### src/logic/mbx_pkg.sv
// What this block does
// - Host write of its status register sets the host pending flag.
// - Device clears host pending flag after reading the message.
// - Host control word: high byte control info, low byte valid byte count.
// - Device control word: high byte control info, low byte valid byte count.
// - Device waits for its pending flag clear before sending a message.
// - Device writes word and mailbox first; status write sets flag and interrupt.
// - Interrupt driven only while mask is one; pending bit set regardless.
// - Channel 1 routes to modem, rate formatter, tone unit or transparent.
// - Channel 2 routes only to rate formatter or transparent.
// - Both channels pass through a framing unit with per-channel mode.
// - Framing adds async bits, HDLC handling, or binary passthrough.
// - Every buffer operation is selected by the written status byte.
// - Interrupt mask is zero after reset.
// - Mailbox address increments after every host mailbox data access, except at the last byte, where it stays put.
// - Two separate 61-byte mailboxes share one host data address.
package mbx_pkg;
   // ==========================================================
   // Host register map
   localparam logic [7:0] ADR_MBX_DATA = 8'h00;
   localparam logic [7:0] ADR_HOST_STATUS = 8'h50;
   localparam logic [7:0] ADR_HOST_FLAG = 8'h51;
   localparam logic [7:0] ADR_HOST_CW_HI = 8'h52;
   localparam logic [7:0] ADR_HOST_CW_LO = 8'h53;
   localparam logic [7:0] ADR_WR_ADDR = 8'h54;
   localparam logic [7:0] ADR_DEV_STATUS = 8'h58;
   localparam logic [7:0] ADR_DEV_FLAG = 8'h59;
   localparam logic [7:0] ADR_DEV_CW_HI = 8'h5a;
   localparam logic [7:0] ADR_DEV_CW_LO = 8'h5b;
   localparam logic [7:0] ADR_RD_ADDR = 8'h5c;
   localparam logic [7:0] ADR_IRQ = 8'h75;
   localparam int IRQ_BIT = 2;
   localparam int MBX_DEPTH = 61;
   localparam logic [5:0] MBX_LAST = 6'h3c;
   localparam logic [7:0] RST_BYTE = 8'h00;
   localparam logic RST_MASK = 1'b0;
   // ==========================================================
   // Status byte selection of the buffer operation.
   localparam int OP_CH_LSB = 6;
   localparam int OP_KIND_LSB = 4;
   localparam logic [1:0] OP_CFG = 2'h0;
   localparam logic [1:0] OP_STAT = 2'h1;
   localparam logic [1:0] OP_DATA = 2'h2;
   // ==========================================================
   // Channel routing and framing modes.
   typedef enum logic [1:0] {
      MBX_RT_MODEM, MBX_RT_RATE, MBX_RT_TONE, MBX_RT_BYPASS
   } mbx_route_t;
   typedef enum logic [1:0] {
      MBX_FR_OFF, MBX_FR_ASYNC, MBX_FR_HDLC, MBX_FR_BIN
   } mbx_frame_t;
endpackage : mbx_pkg

### src/logic/mbx_top.sv
module mbx_top
   import mbx_pkg::*;
(
   input wire logic clk_i,
   input wire logic rst_i,
   input wire logic [7:0] addr_i,
   input wire logic [7:0] wdata_i,
   input wire logic wr_i,
   input wire logic rd_i,
   output logic [7:0] rdata_o,
   output logic irq_o,
   // Device side (internal engine) port.
   input wire logic dev_take_i,
   output logic host_msg_pending_flag_o,
   output logic [7:0] host_to_dev_status_reg_o,
   output logic [15:0] host_cw_o,
   input wire logic [5:0] dev_rd_idx_i,
   output logic [7:0] host_mbx_byte_o,
   input wire logic dev_send_i,
   input wire logic [7:0] dev_status_i,
   input wire logic [15:0] dev_cw_i,
   input wire logic dev_mbx_we_i,
   input wire logic [5:0] dev_mbx_idx_i,
   input wire logic [7:0] dev_mbx_data_i,
   output logic dev_msg_pending_flag_o,
   output logic dev_send_ok_o,
   output logic [1:0] op_channel_o,
   output logic [1:0] op_kind_o,
   output logic [1:0] ch1_route_o,
   output logic [1:0] ch2_route_o,
   output logic [1:0] ch1_frame_o,
   output logic [1:0] ch2_frame_o
);
   // ==========================================================
   // Storage: one memory per direction behind a single data address.
   logic [7:0] host_mbx [MBX_DEPTH];
   logic [7:0] dev_mbx [MBX_DEPTH];
   logic [5:0] wr_addr;
   logic [5:0] rd_addr;
   logic host_msg_pending_flag;
   logic dev_msg_pending_flag;
   logic [7:0] host_to_dev_status_reg;
   logic [7:0] dev_to_host_status_reg;
   logic [15:0] host_cw;
   logic [15:0] dev_cw;
   logic irq_mask_bit;
   logic irq_pending_bit;
   logic [1:0] ch1_route;
   logic [1:0] ch2_route;
   logic [1:0] ch1_frame;
   logic [1:0] ch2_frame;
   logic [7:0] rdata;
   logic wr_data;
   logic rd_data;

   assign wr_data = wr_i && (addr_i == ADR_MBX_DATA);
   assign rd_data = rd_i && (addr_i == ADR_MBX_DATA);

   // ==========================================================
   // Mailboxes: host bytes through the auto-incrementing address, device bytes by index while not pending.
   generate
      for (genvar g = 0; g < MBX_DEPTH; g++) begin : g_hmbx
         always_ff @(posedge clk_i or posedge rst_i) begin
            if (rst_i) begin
               host_mbx[g] <= RST_BYTE;
            end else if (wr_data && wr_addr == 6'(g)) begin
               host_mbx[g] <= wdata_i;
            end
         end
         always_ff @(posedge clk_i or posedge rst_i) begin
            if (rst_i) begin
               dev_mbx[g] <= RST_BYTE;
            end else if (dev_mbx_we_i && !dev_msg_pending_flag && dev_mbx_idx_i == 6'(g)) begin
               dev_mbx[g] <= dev_mbx_data_i;
            end
         end
      end
   endgenerate

   // ==========================================================
   // Address registers. Past the last byte the address stays put, so a
   // runaway host overwrites the final byte instead of wrapping.
   always_ff @(posedge clk_i or posedge rst_i) begin
      if (rst_i) begin
         wr_addr <= 6'h00;
      end else if (wr_i && addr_i == ADR_WR_ADDR) begin
         // An address past the last byte is clamped so no access leaves the memory.
         wr_addr <= (wdata_i[5:0] > MBX_LAST) ? MBX_LAST : wdata_i[5:0];
      end else if (wr_data && wr_addr != MBX_LAST) begin
         wr_addr <= wr_addr + 6'h01;
      end
   end

   always_ff @(posedge clk_i or posedge rst_i) begin
      if (rst_i) begin
         rd_addr <= 6'h00;
      end else if (wr_i && addr_i == ADR_RD_ADDR) begin
         rd_addr <= (wdata_i[5:0] > MBX_LAST) ? MBX_LAST : wdata_i[5:0];
      end else if (rd_data && rd_addr != MBX_LAST) begin
         rd_addr <= rd_addr + 6'h01;
      end
   end

   // ==========================================================
   // Host to device message.
   always_ff @(posedge clk_i or posedge rst_i) begin
      if (rst_i) begin
         host_cw <= 16'h0000;
      end else if (wr_i && addr_i == ADR_HOST_CW_HI) begin
         host_cw[15:8] <= wdata_i;
      end else if (wr_i && addr_i == ADR_HOST_CW_LO) begin
         host_cw[7:0] <= wdata_i;
      end
   end

   always_ff @(posedge clk_i or posedge rst_i) begin
      if (rst_i) begin
         host_to_dev_status_reg <= RST_BYTE;
      end else if (wr_i && addr_i == ADR_HOST_STATUS) begin
         host_to_dev_status_reg <= wdata_i;
      end
   end

   // A status write in the same cycle as the device release keeps the flag set.
   always_ff @(posedge clk_i or posedge rst_i) begin
      if (rst_i) begin
         host_msg_pending_flag <= 1'b0;
      end else if (wr_i && addr_i == ADR_HOST_STATUS) begin
         host_msg_pending_flag <= 1'b1;
      end else if (dev_take_i) begin
         host_msg_pending_flag <= 1'b0;
      end
   end

   // ==========================================================
   // Operation decode and per-channel routing set by config operations.
   always_ff @(posedge clk_i or posedge rst_i) begin
      if (rst_i) begin
         ch1_route <= MBX_RT_BYPASS;
         ch2_route <= MBX_RT_BYPASS;
         ch1_frame <= MBX_FR_OFF;
         ch2_frame <= MBX_FR_OFF;
      end else if (dev_take_i && host_msg_pending_flag &&
                   host_to_dev_status_reg[OP_KIND_LSB +: 2] == OP_CFG) begin
         unique case (host_to_dev_status_reg[OP_CH_LSB +: 2])
            2'h1: begin
               ch1_route <= host_cw[9:8];
               ch1_frame <= host_cw[11:10];
            end
            2'h2: begin
               // Channel 2 has no modem or tone path; those fall back to bypass.
               ch2_route <= (host_cw[9:8] == MBX_RT_RATE) ? MBX_RT_RATE
                                                           : MBX_RT_BYPASS;
               ch2_frame <= host_cw[11:10];
            end
            default: begin
               ch1_route <= ch1_route;
            end
         endcase
      end
   end

   // ==========================================================
   // Device to host message. Sends are refused while the host owns it.
   always_ff @(posedge clk_i or posedge rst_i) begin
      if (rst_i) begin
         dev_to_host_status_reg <= RST_BYTE;
         dev_cw <= 16'h0000;
      end else if (dev_send_i && !dev_msg_pending_flag) begin
         dev_to_host_status_reg <= dev_status_i;
         dev_cw <= dev_cw_i;
      end
   end

   always_ff @(posedge clk_i or posedge rst_i) begin
      if (rst_i) begin
         dev_msg_pending_flag <= 1'b0;
      end else if (dev_send_i && !dev_msg_pending_flag) begin
         dev_msg_pending_flag <= 1'b1;
      end else if (wr_i && addr_i == ADR_DEV_FLAG && !wdata_i[0]) begin
         dev_msg_pending_flag <= 1'b0;
      end
   end

   assign irq_pending_bit = dev_msg_pending_flag;

   always_ff @(posedge clk_i or posedge rst_i) begin
      if (rst_i) begin
         irq_mask_bit <= RST_MASK;
      end else if (wr_i && addr_i == ADR_IRQ) begin
         irq_mask_bit <= wdata_i[IRQ_BIT];
      end
   end

   // ==========================================================
   // Host read data, one cycle after the read strobe.
   always_ff @(posedge clk_i or posedge rst_i) begin
      if (rst_i) begin
         rdata <= RST_BYTE;
      end else if (rd_i) begin
         unique case (addr_i)
            ADR_MBX_DATA: rdata <= dev_mbx[rd_addr];
            ADR_HOST_FLAG: rdata <= {7'h00, host_msg_pending_flag};
            ADR_HOST_CW_HI: rdata <= host_cw[15:8];
            ADR_HOST_CW_LO: rdata <= host_cw[7:0];
            ADR_WR_ADDR: rdata <= {2'h0, wr_addr};
            ADR_DEV_STATUS: rdata <= dev_to_host_status_reg;
            ADR_DEV_FLAG: rdata <= {7'h00, dev_msg_pending_flag};
            ADR_DEV_CW_HI: rdata <= dev_cw[15:8];
            ADR_DEV_CW_LO: rdata <= dev_cw[7:0];
            ADR_RD_ADDR: rdata <= {2'h0, rd_addr};
            ADR_IRQ: rdata <= 8'(irq_pending_bit) << IRQ_BIT;
            default: rdata <= RST_BYTE;
         endcase
      end else begin
         rdata <= RST_BYTE;
      end
   end

   assign rdata_o = rdata;
   assign irq_o = irq_pending_bit && irq_mask_bit;
   assign host_msg_pending_flag_o = host_msg_pending_flag;
   assign host_to_dev_status_reg_o = host_to_dev_status_reg;
   assign host_cw_o = host_cw;
   assign host_mbx_byte_o = (dev_rd_idx_i > MBX_LAST) ? RST_BYTE : host_mbx[dev_rd_idx_i];
   assign dev_msg_pending_flag_o = dev_msg_pending_flag;
   assign dev_send_ok_o = !dev_msg_pending_flag;
   assign op_channel_o = host_to_dev_status_reg[OP_CH_LSB +: 2];
   assign op_kind_o = host_to_dev_status_reg[OP_KIND_LSB +: 2];
   assign ch1_route_o = ch1_route;
   assign ch2_route_o = ch2_route;
   assign ch1_frame_o = ch1_frame;
   assign ch2_frame_o = ch2_frame;
endmodule : mbx_top

### config.mk
export PLATFORM = sky130hd
export DESIGN_NAME = mbx_top
export DESIGN_NICKNAME = d
export VERILOG_FILES = /design/src/logic/mbx_pkg.sv /design/src/logic/mbx_top.sv
export SDC_FILE = /design/constraint.sdc
export NUM_CORES = 2
export LEC_CHECK = 0
export ABC_AREA = 1
export BUFFER_PORTS_ARGS = -buffer_cell sky130_fd_sc_hd__buf_2
export CAP_MARGIN = 20
export CORE_ASPECT_RATIO = 0.5
export CORE_MARGIN = 1
export CORE_UTILIZATION = 25
export DETAILED_ROUTE_END_ITERATION = 7
export HOLD_SLACK_MARGIN = 0.12
export PLACE_DENSITY = 0.43
export SLEW_MARGIN = 20
export SYNTH_ARGS = -nofsm -noshare
export SYNTH_HDL_FRONTEND = slang
export SYNTH_SLANG_ARGS = --single-unit
### constraint.sdc
create_clock -name clk_i -period 57.1 [get_ports clk_i]
set_input_delay 2.855 -clock clk_i [delete_from_list [all_inputs] [get_ports clk_i]]
set_output_delay 2.855 -clock clk_i [all_outputs]
set_load 0.01 [all_outputs]
==> impl_results.md <==
- Final hold vios: 0
- Synth async-reset ratio: 100%
- Tmin final: 8.81 ns
- First-pass GRT wire length: 254000 um
- Worst-margin pin slew: 1.12 ns
- Worst setup path start: dev_rd_idx_i[0]
- Die width: 626 um
- Initial Util: 25.2%
- Post-synthesis compound-gate area fraction: 16.3%
- Cell Pwr Density: 31.1 nW/um^2
- PortBufs: 121
- Xor/xnor share of the synthesized area: 0.108%
- Number of global-route vias before repair: 38600
- WL final: 164000 um
- Clock transition at path regs: 0.06 ns
- Post-synthesis simple-gate area fraction: 22.9%
- Clk Latency, worst-skew pair: 0.75 ns
- Reg2reg path depth: 13
- Final #Nets: 6034
- WP data arrival: 5.96 ns
- Fin crit share: 15.4%
- Worst endpoint required time: 54.25 ns
- Relative slew slack: 24.5%
- Smallest hold slack: 0.465 ns
- Post-CTS sizing: 0
- Post-synthesis area per instance: 7.98 um^2
- Non-Filler Instances: 8667
- Maximum clock frequency: 114 MHz
- RSZ-0062 raised after global routing: no
- Number of CTS-inserted buffers: 112
- Fill cells: 21200
- Kind of critical path: in2out
- Initial antenna violation count: 3
- IO Pins: 123
- DR WL/cell: 19.0 um
- Synth top area share: 54.0%
- Synth-to-layout area growth: 13.3%
- # Max-Cap Violations: 0
- CP startpoint kind: input pin
- GPL Wtd Cong: 0.788
- Top_reg_cell synth: dfrtp_1
- Clk buf depth: 3
- Total global-route track usage: 16.6%
- DIE HEIGHT: 314 um
- Syn Inst Count: 6108
- Status: finished, final reports clean
- Worst vdd ir: 0.0244 mV
- Post-CTS setup buffers: 0
- Largest net degree at the start of global routing: 147
- Hold crit path type: reg2reg
- Largest family of logic cells by synthesized area: simple AND/OR/NAND/NOR gates
- Drc violations: 0
- Setup crit end: host_mbx_byte_o[1]
- GRT overflow: 0
- R2R setup slack: 52.98 ns
- Yosys warnings: 0
- Synth Cell Area: 48700 um^2
- Sequential cell area fraction in the yosys report: 54.1%
- Setup TNS Final: 0 ns
- Dpl hpwl: 98100 um
- Top cells by area, synth: dfrtp_1, nand2_1, o21ai_0, nor2_1, nand3_1
- H-tree lvl count: 3
- Post-synth net total: 6181
- Inst Count DP: 8456
- R2r endpoint: rdata_o[0]$_DFF_PP0_
- Layout cells sized above 1: 7.86%
- Core Rows: 114
- Critical path fanouts, max: 101
- Root Buffer: clkbuf_16
- CTS tree: done
- Number of synthesized flops with an enable pin: 0
- Core area: 193000 um^2
- Die area: 197000 um^2
- Reg-to-Reg Start: rd_addr[0]$_DFFE_PP0P_
- Synth Area in Adders: 0.154%
- P_leak: 0.0248 uW
- Core Util, Final: 28.5%
- Max Clock Skew: 0.0267 ns
- Clk sinks: 1054
- Vias per Instance: 4.63
- Via Count: 40100
- Post-synthesis mux area share: 0.555%
- Yosys cell types: 38
- Worst setup EP type: output port
- Biggest area consumer among synthesized cells: dfrtp_1
- Setup-violating endpoint count in the final report: 0
- FF+latch count, synth: 1054
- Antenna Nets Post-Route: 0
- Top flop regs: dev_mbx x488, host_mbx x488
- Fin. max-slew vios: 0
- Detailed Route Iter0 Violations: 3205
- Cts hold-fix bufs: 0
- Pre-Repair DR Iteration Count: 5
-- worst min-delay path by stage --
stage | from | to | slack, ns | cells after the start
6_report | ch2_route_o[1]$_DFFE_PP1P_ | ch2_route_o[1]$_DFFE_PP1P_ | 0.47 | 2
5_1_grt | ch2_route_o[1]$_DFFE_PP1P_ | ch2_route_o[1]$_DFFE_PP1P_ | 0.49 | 2
4_1_cts | ch2_route_o[1]$_DFFE_PP1P_ | ch2_route_o[1]$_DFFE_PP1P_ | 0.47 | 2
3_5_place_dp | ch2_route_o[1]$_DFFE_PP1P_ | ch2_route_o[1]$_DFFE_PP1P_ | 0.46 | 2
3_3_place_gp | ch2_route_o[1]$_DFFE_PP1P_ | ch2_route_o[1]$_DFFE_PP1P_ | 0.45 | 2
2_1_floorplan | dev_mbx[184]$_DFFE_PP0P_ | dev_mbx[184]$_DFFE_PP0P_ | 0.45 | 2
-- layout by cell type (no fill, tap or decap), types with 59 or more instances in the layout --
cell type / count
nand2_1: 1882
o21ai_0: 1222
dfrtp_1: 1049
nor2_1: 508
nand3_1: 321
inv_1: 229
buf_2: 119
clkbuf_16: 113
o21ai_1: 109
buf_4: 61
o22ai_1: 60
o211ai_1: 59
-- synth_stat cells (13+ instances only) --
| cell type | n |
|---|---|
| clkbuf_1 | 340 |
| o211ai_1 | 59 |
| buf_2 | 55 |
| dfrtp_1 | 1051 |
| a21oi_1 | 53 |
| o22ai_1 | 60 |
| o221ai_1 | 19 |
| buf_1 | 31 |
| o21ai_1 | 109 |
| nand2_1 | 1882 |
| nand2_2 | 15 |
| mux2_2 | 24 |
| nor2_1 | 511 |
| inv_1 | 247 |
| nand4_1 | 13 |
| nand3_1 | 321 |
| o21ai_0 | 1222 |
-- per-layer routing --
| layer | share of wire, % | track usage, % | wire, um | vias up |
|---|---|---|---|---|
| met5 | 0.0073 | 0 | 12 | - |
| met4 | 2.2 | 3.67 | 3590 | 2 |
| met3 | 3.9 | 2.38 | 6350 | 202 |
| met2 | 45 | 26.2 | 73900 | 718 |
| met1 | 49 | 24.1 | 80600 | 19500 |
| li1 | - | - | - | 19600 |
-- through the flow --
stage,setup slack [ns],cell area [um^2],power [uW]
after floorplan,24.58,48700,883
after global placement,48.29,51300,957
after detailed placement,48.24,51300,956
after CTS,48.24,55200,1740
after global routing,48.07,55200,1790
final,48.29,55200,1720
-- worst max-delay path, cell delays in order --
cell,delay (ns)
clkbuf_8,0.35
inv_6,0.61
buf_4,0.86
o21ai_0,0.22
o211ai_1,0.14
nand3_1,0.19
nand3_1,0.16
nand3_1,0.14
nand3_1,0.19
buf_2,0.16
-- where the power goes --
part           switching, uW  total (uW)  internal (uW)  leakage, uW
Combinational            139         180           41.1      0.00822
Clock                    330         777            447      0.00192
Sequential              6.88         759            752       0.0146
-- area by class of cell --
type	instances	area (um^2)	area share, %
sequential	1054	26400	47.8
antenna	1	2.50	0.00453
multi-input combinational	4348	19600	35.4
clock inverter	49	573	1.04
inverter	260	1000	1.81
clock buffer	160	3290	5.97
tap	2610	3270	5.91
timing repair buffer	185	1140	2.06
-- kinds of logic (layout without fill, tap and decap cells) --
family,count (synthesis),in the layout
flip-flops,1054,1054
AO/OA/AOI/OAI,1528,1528
XOR/XNOR,6,6
adder cells (fa/ha/maj),6,6
AND/OR/NAND/NOR,2783,2783
multiplexers,24,24
other,1,2
buffers and inverters,706,654
Note: power is estimated with default switching activity, not from simulation.
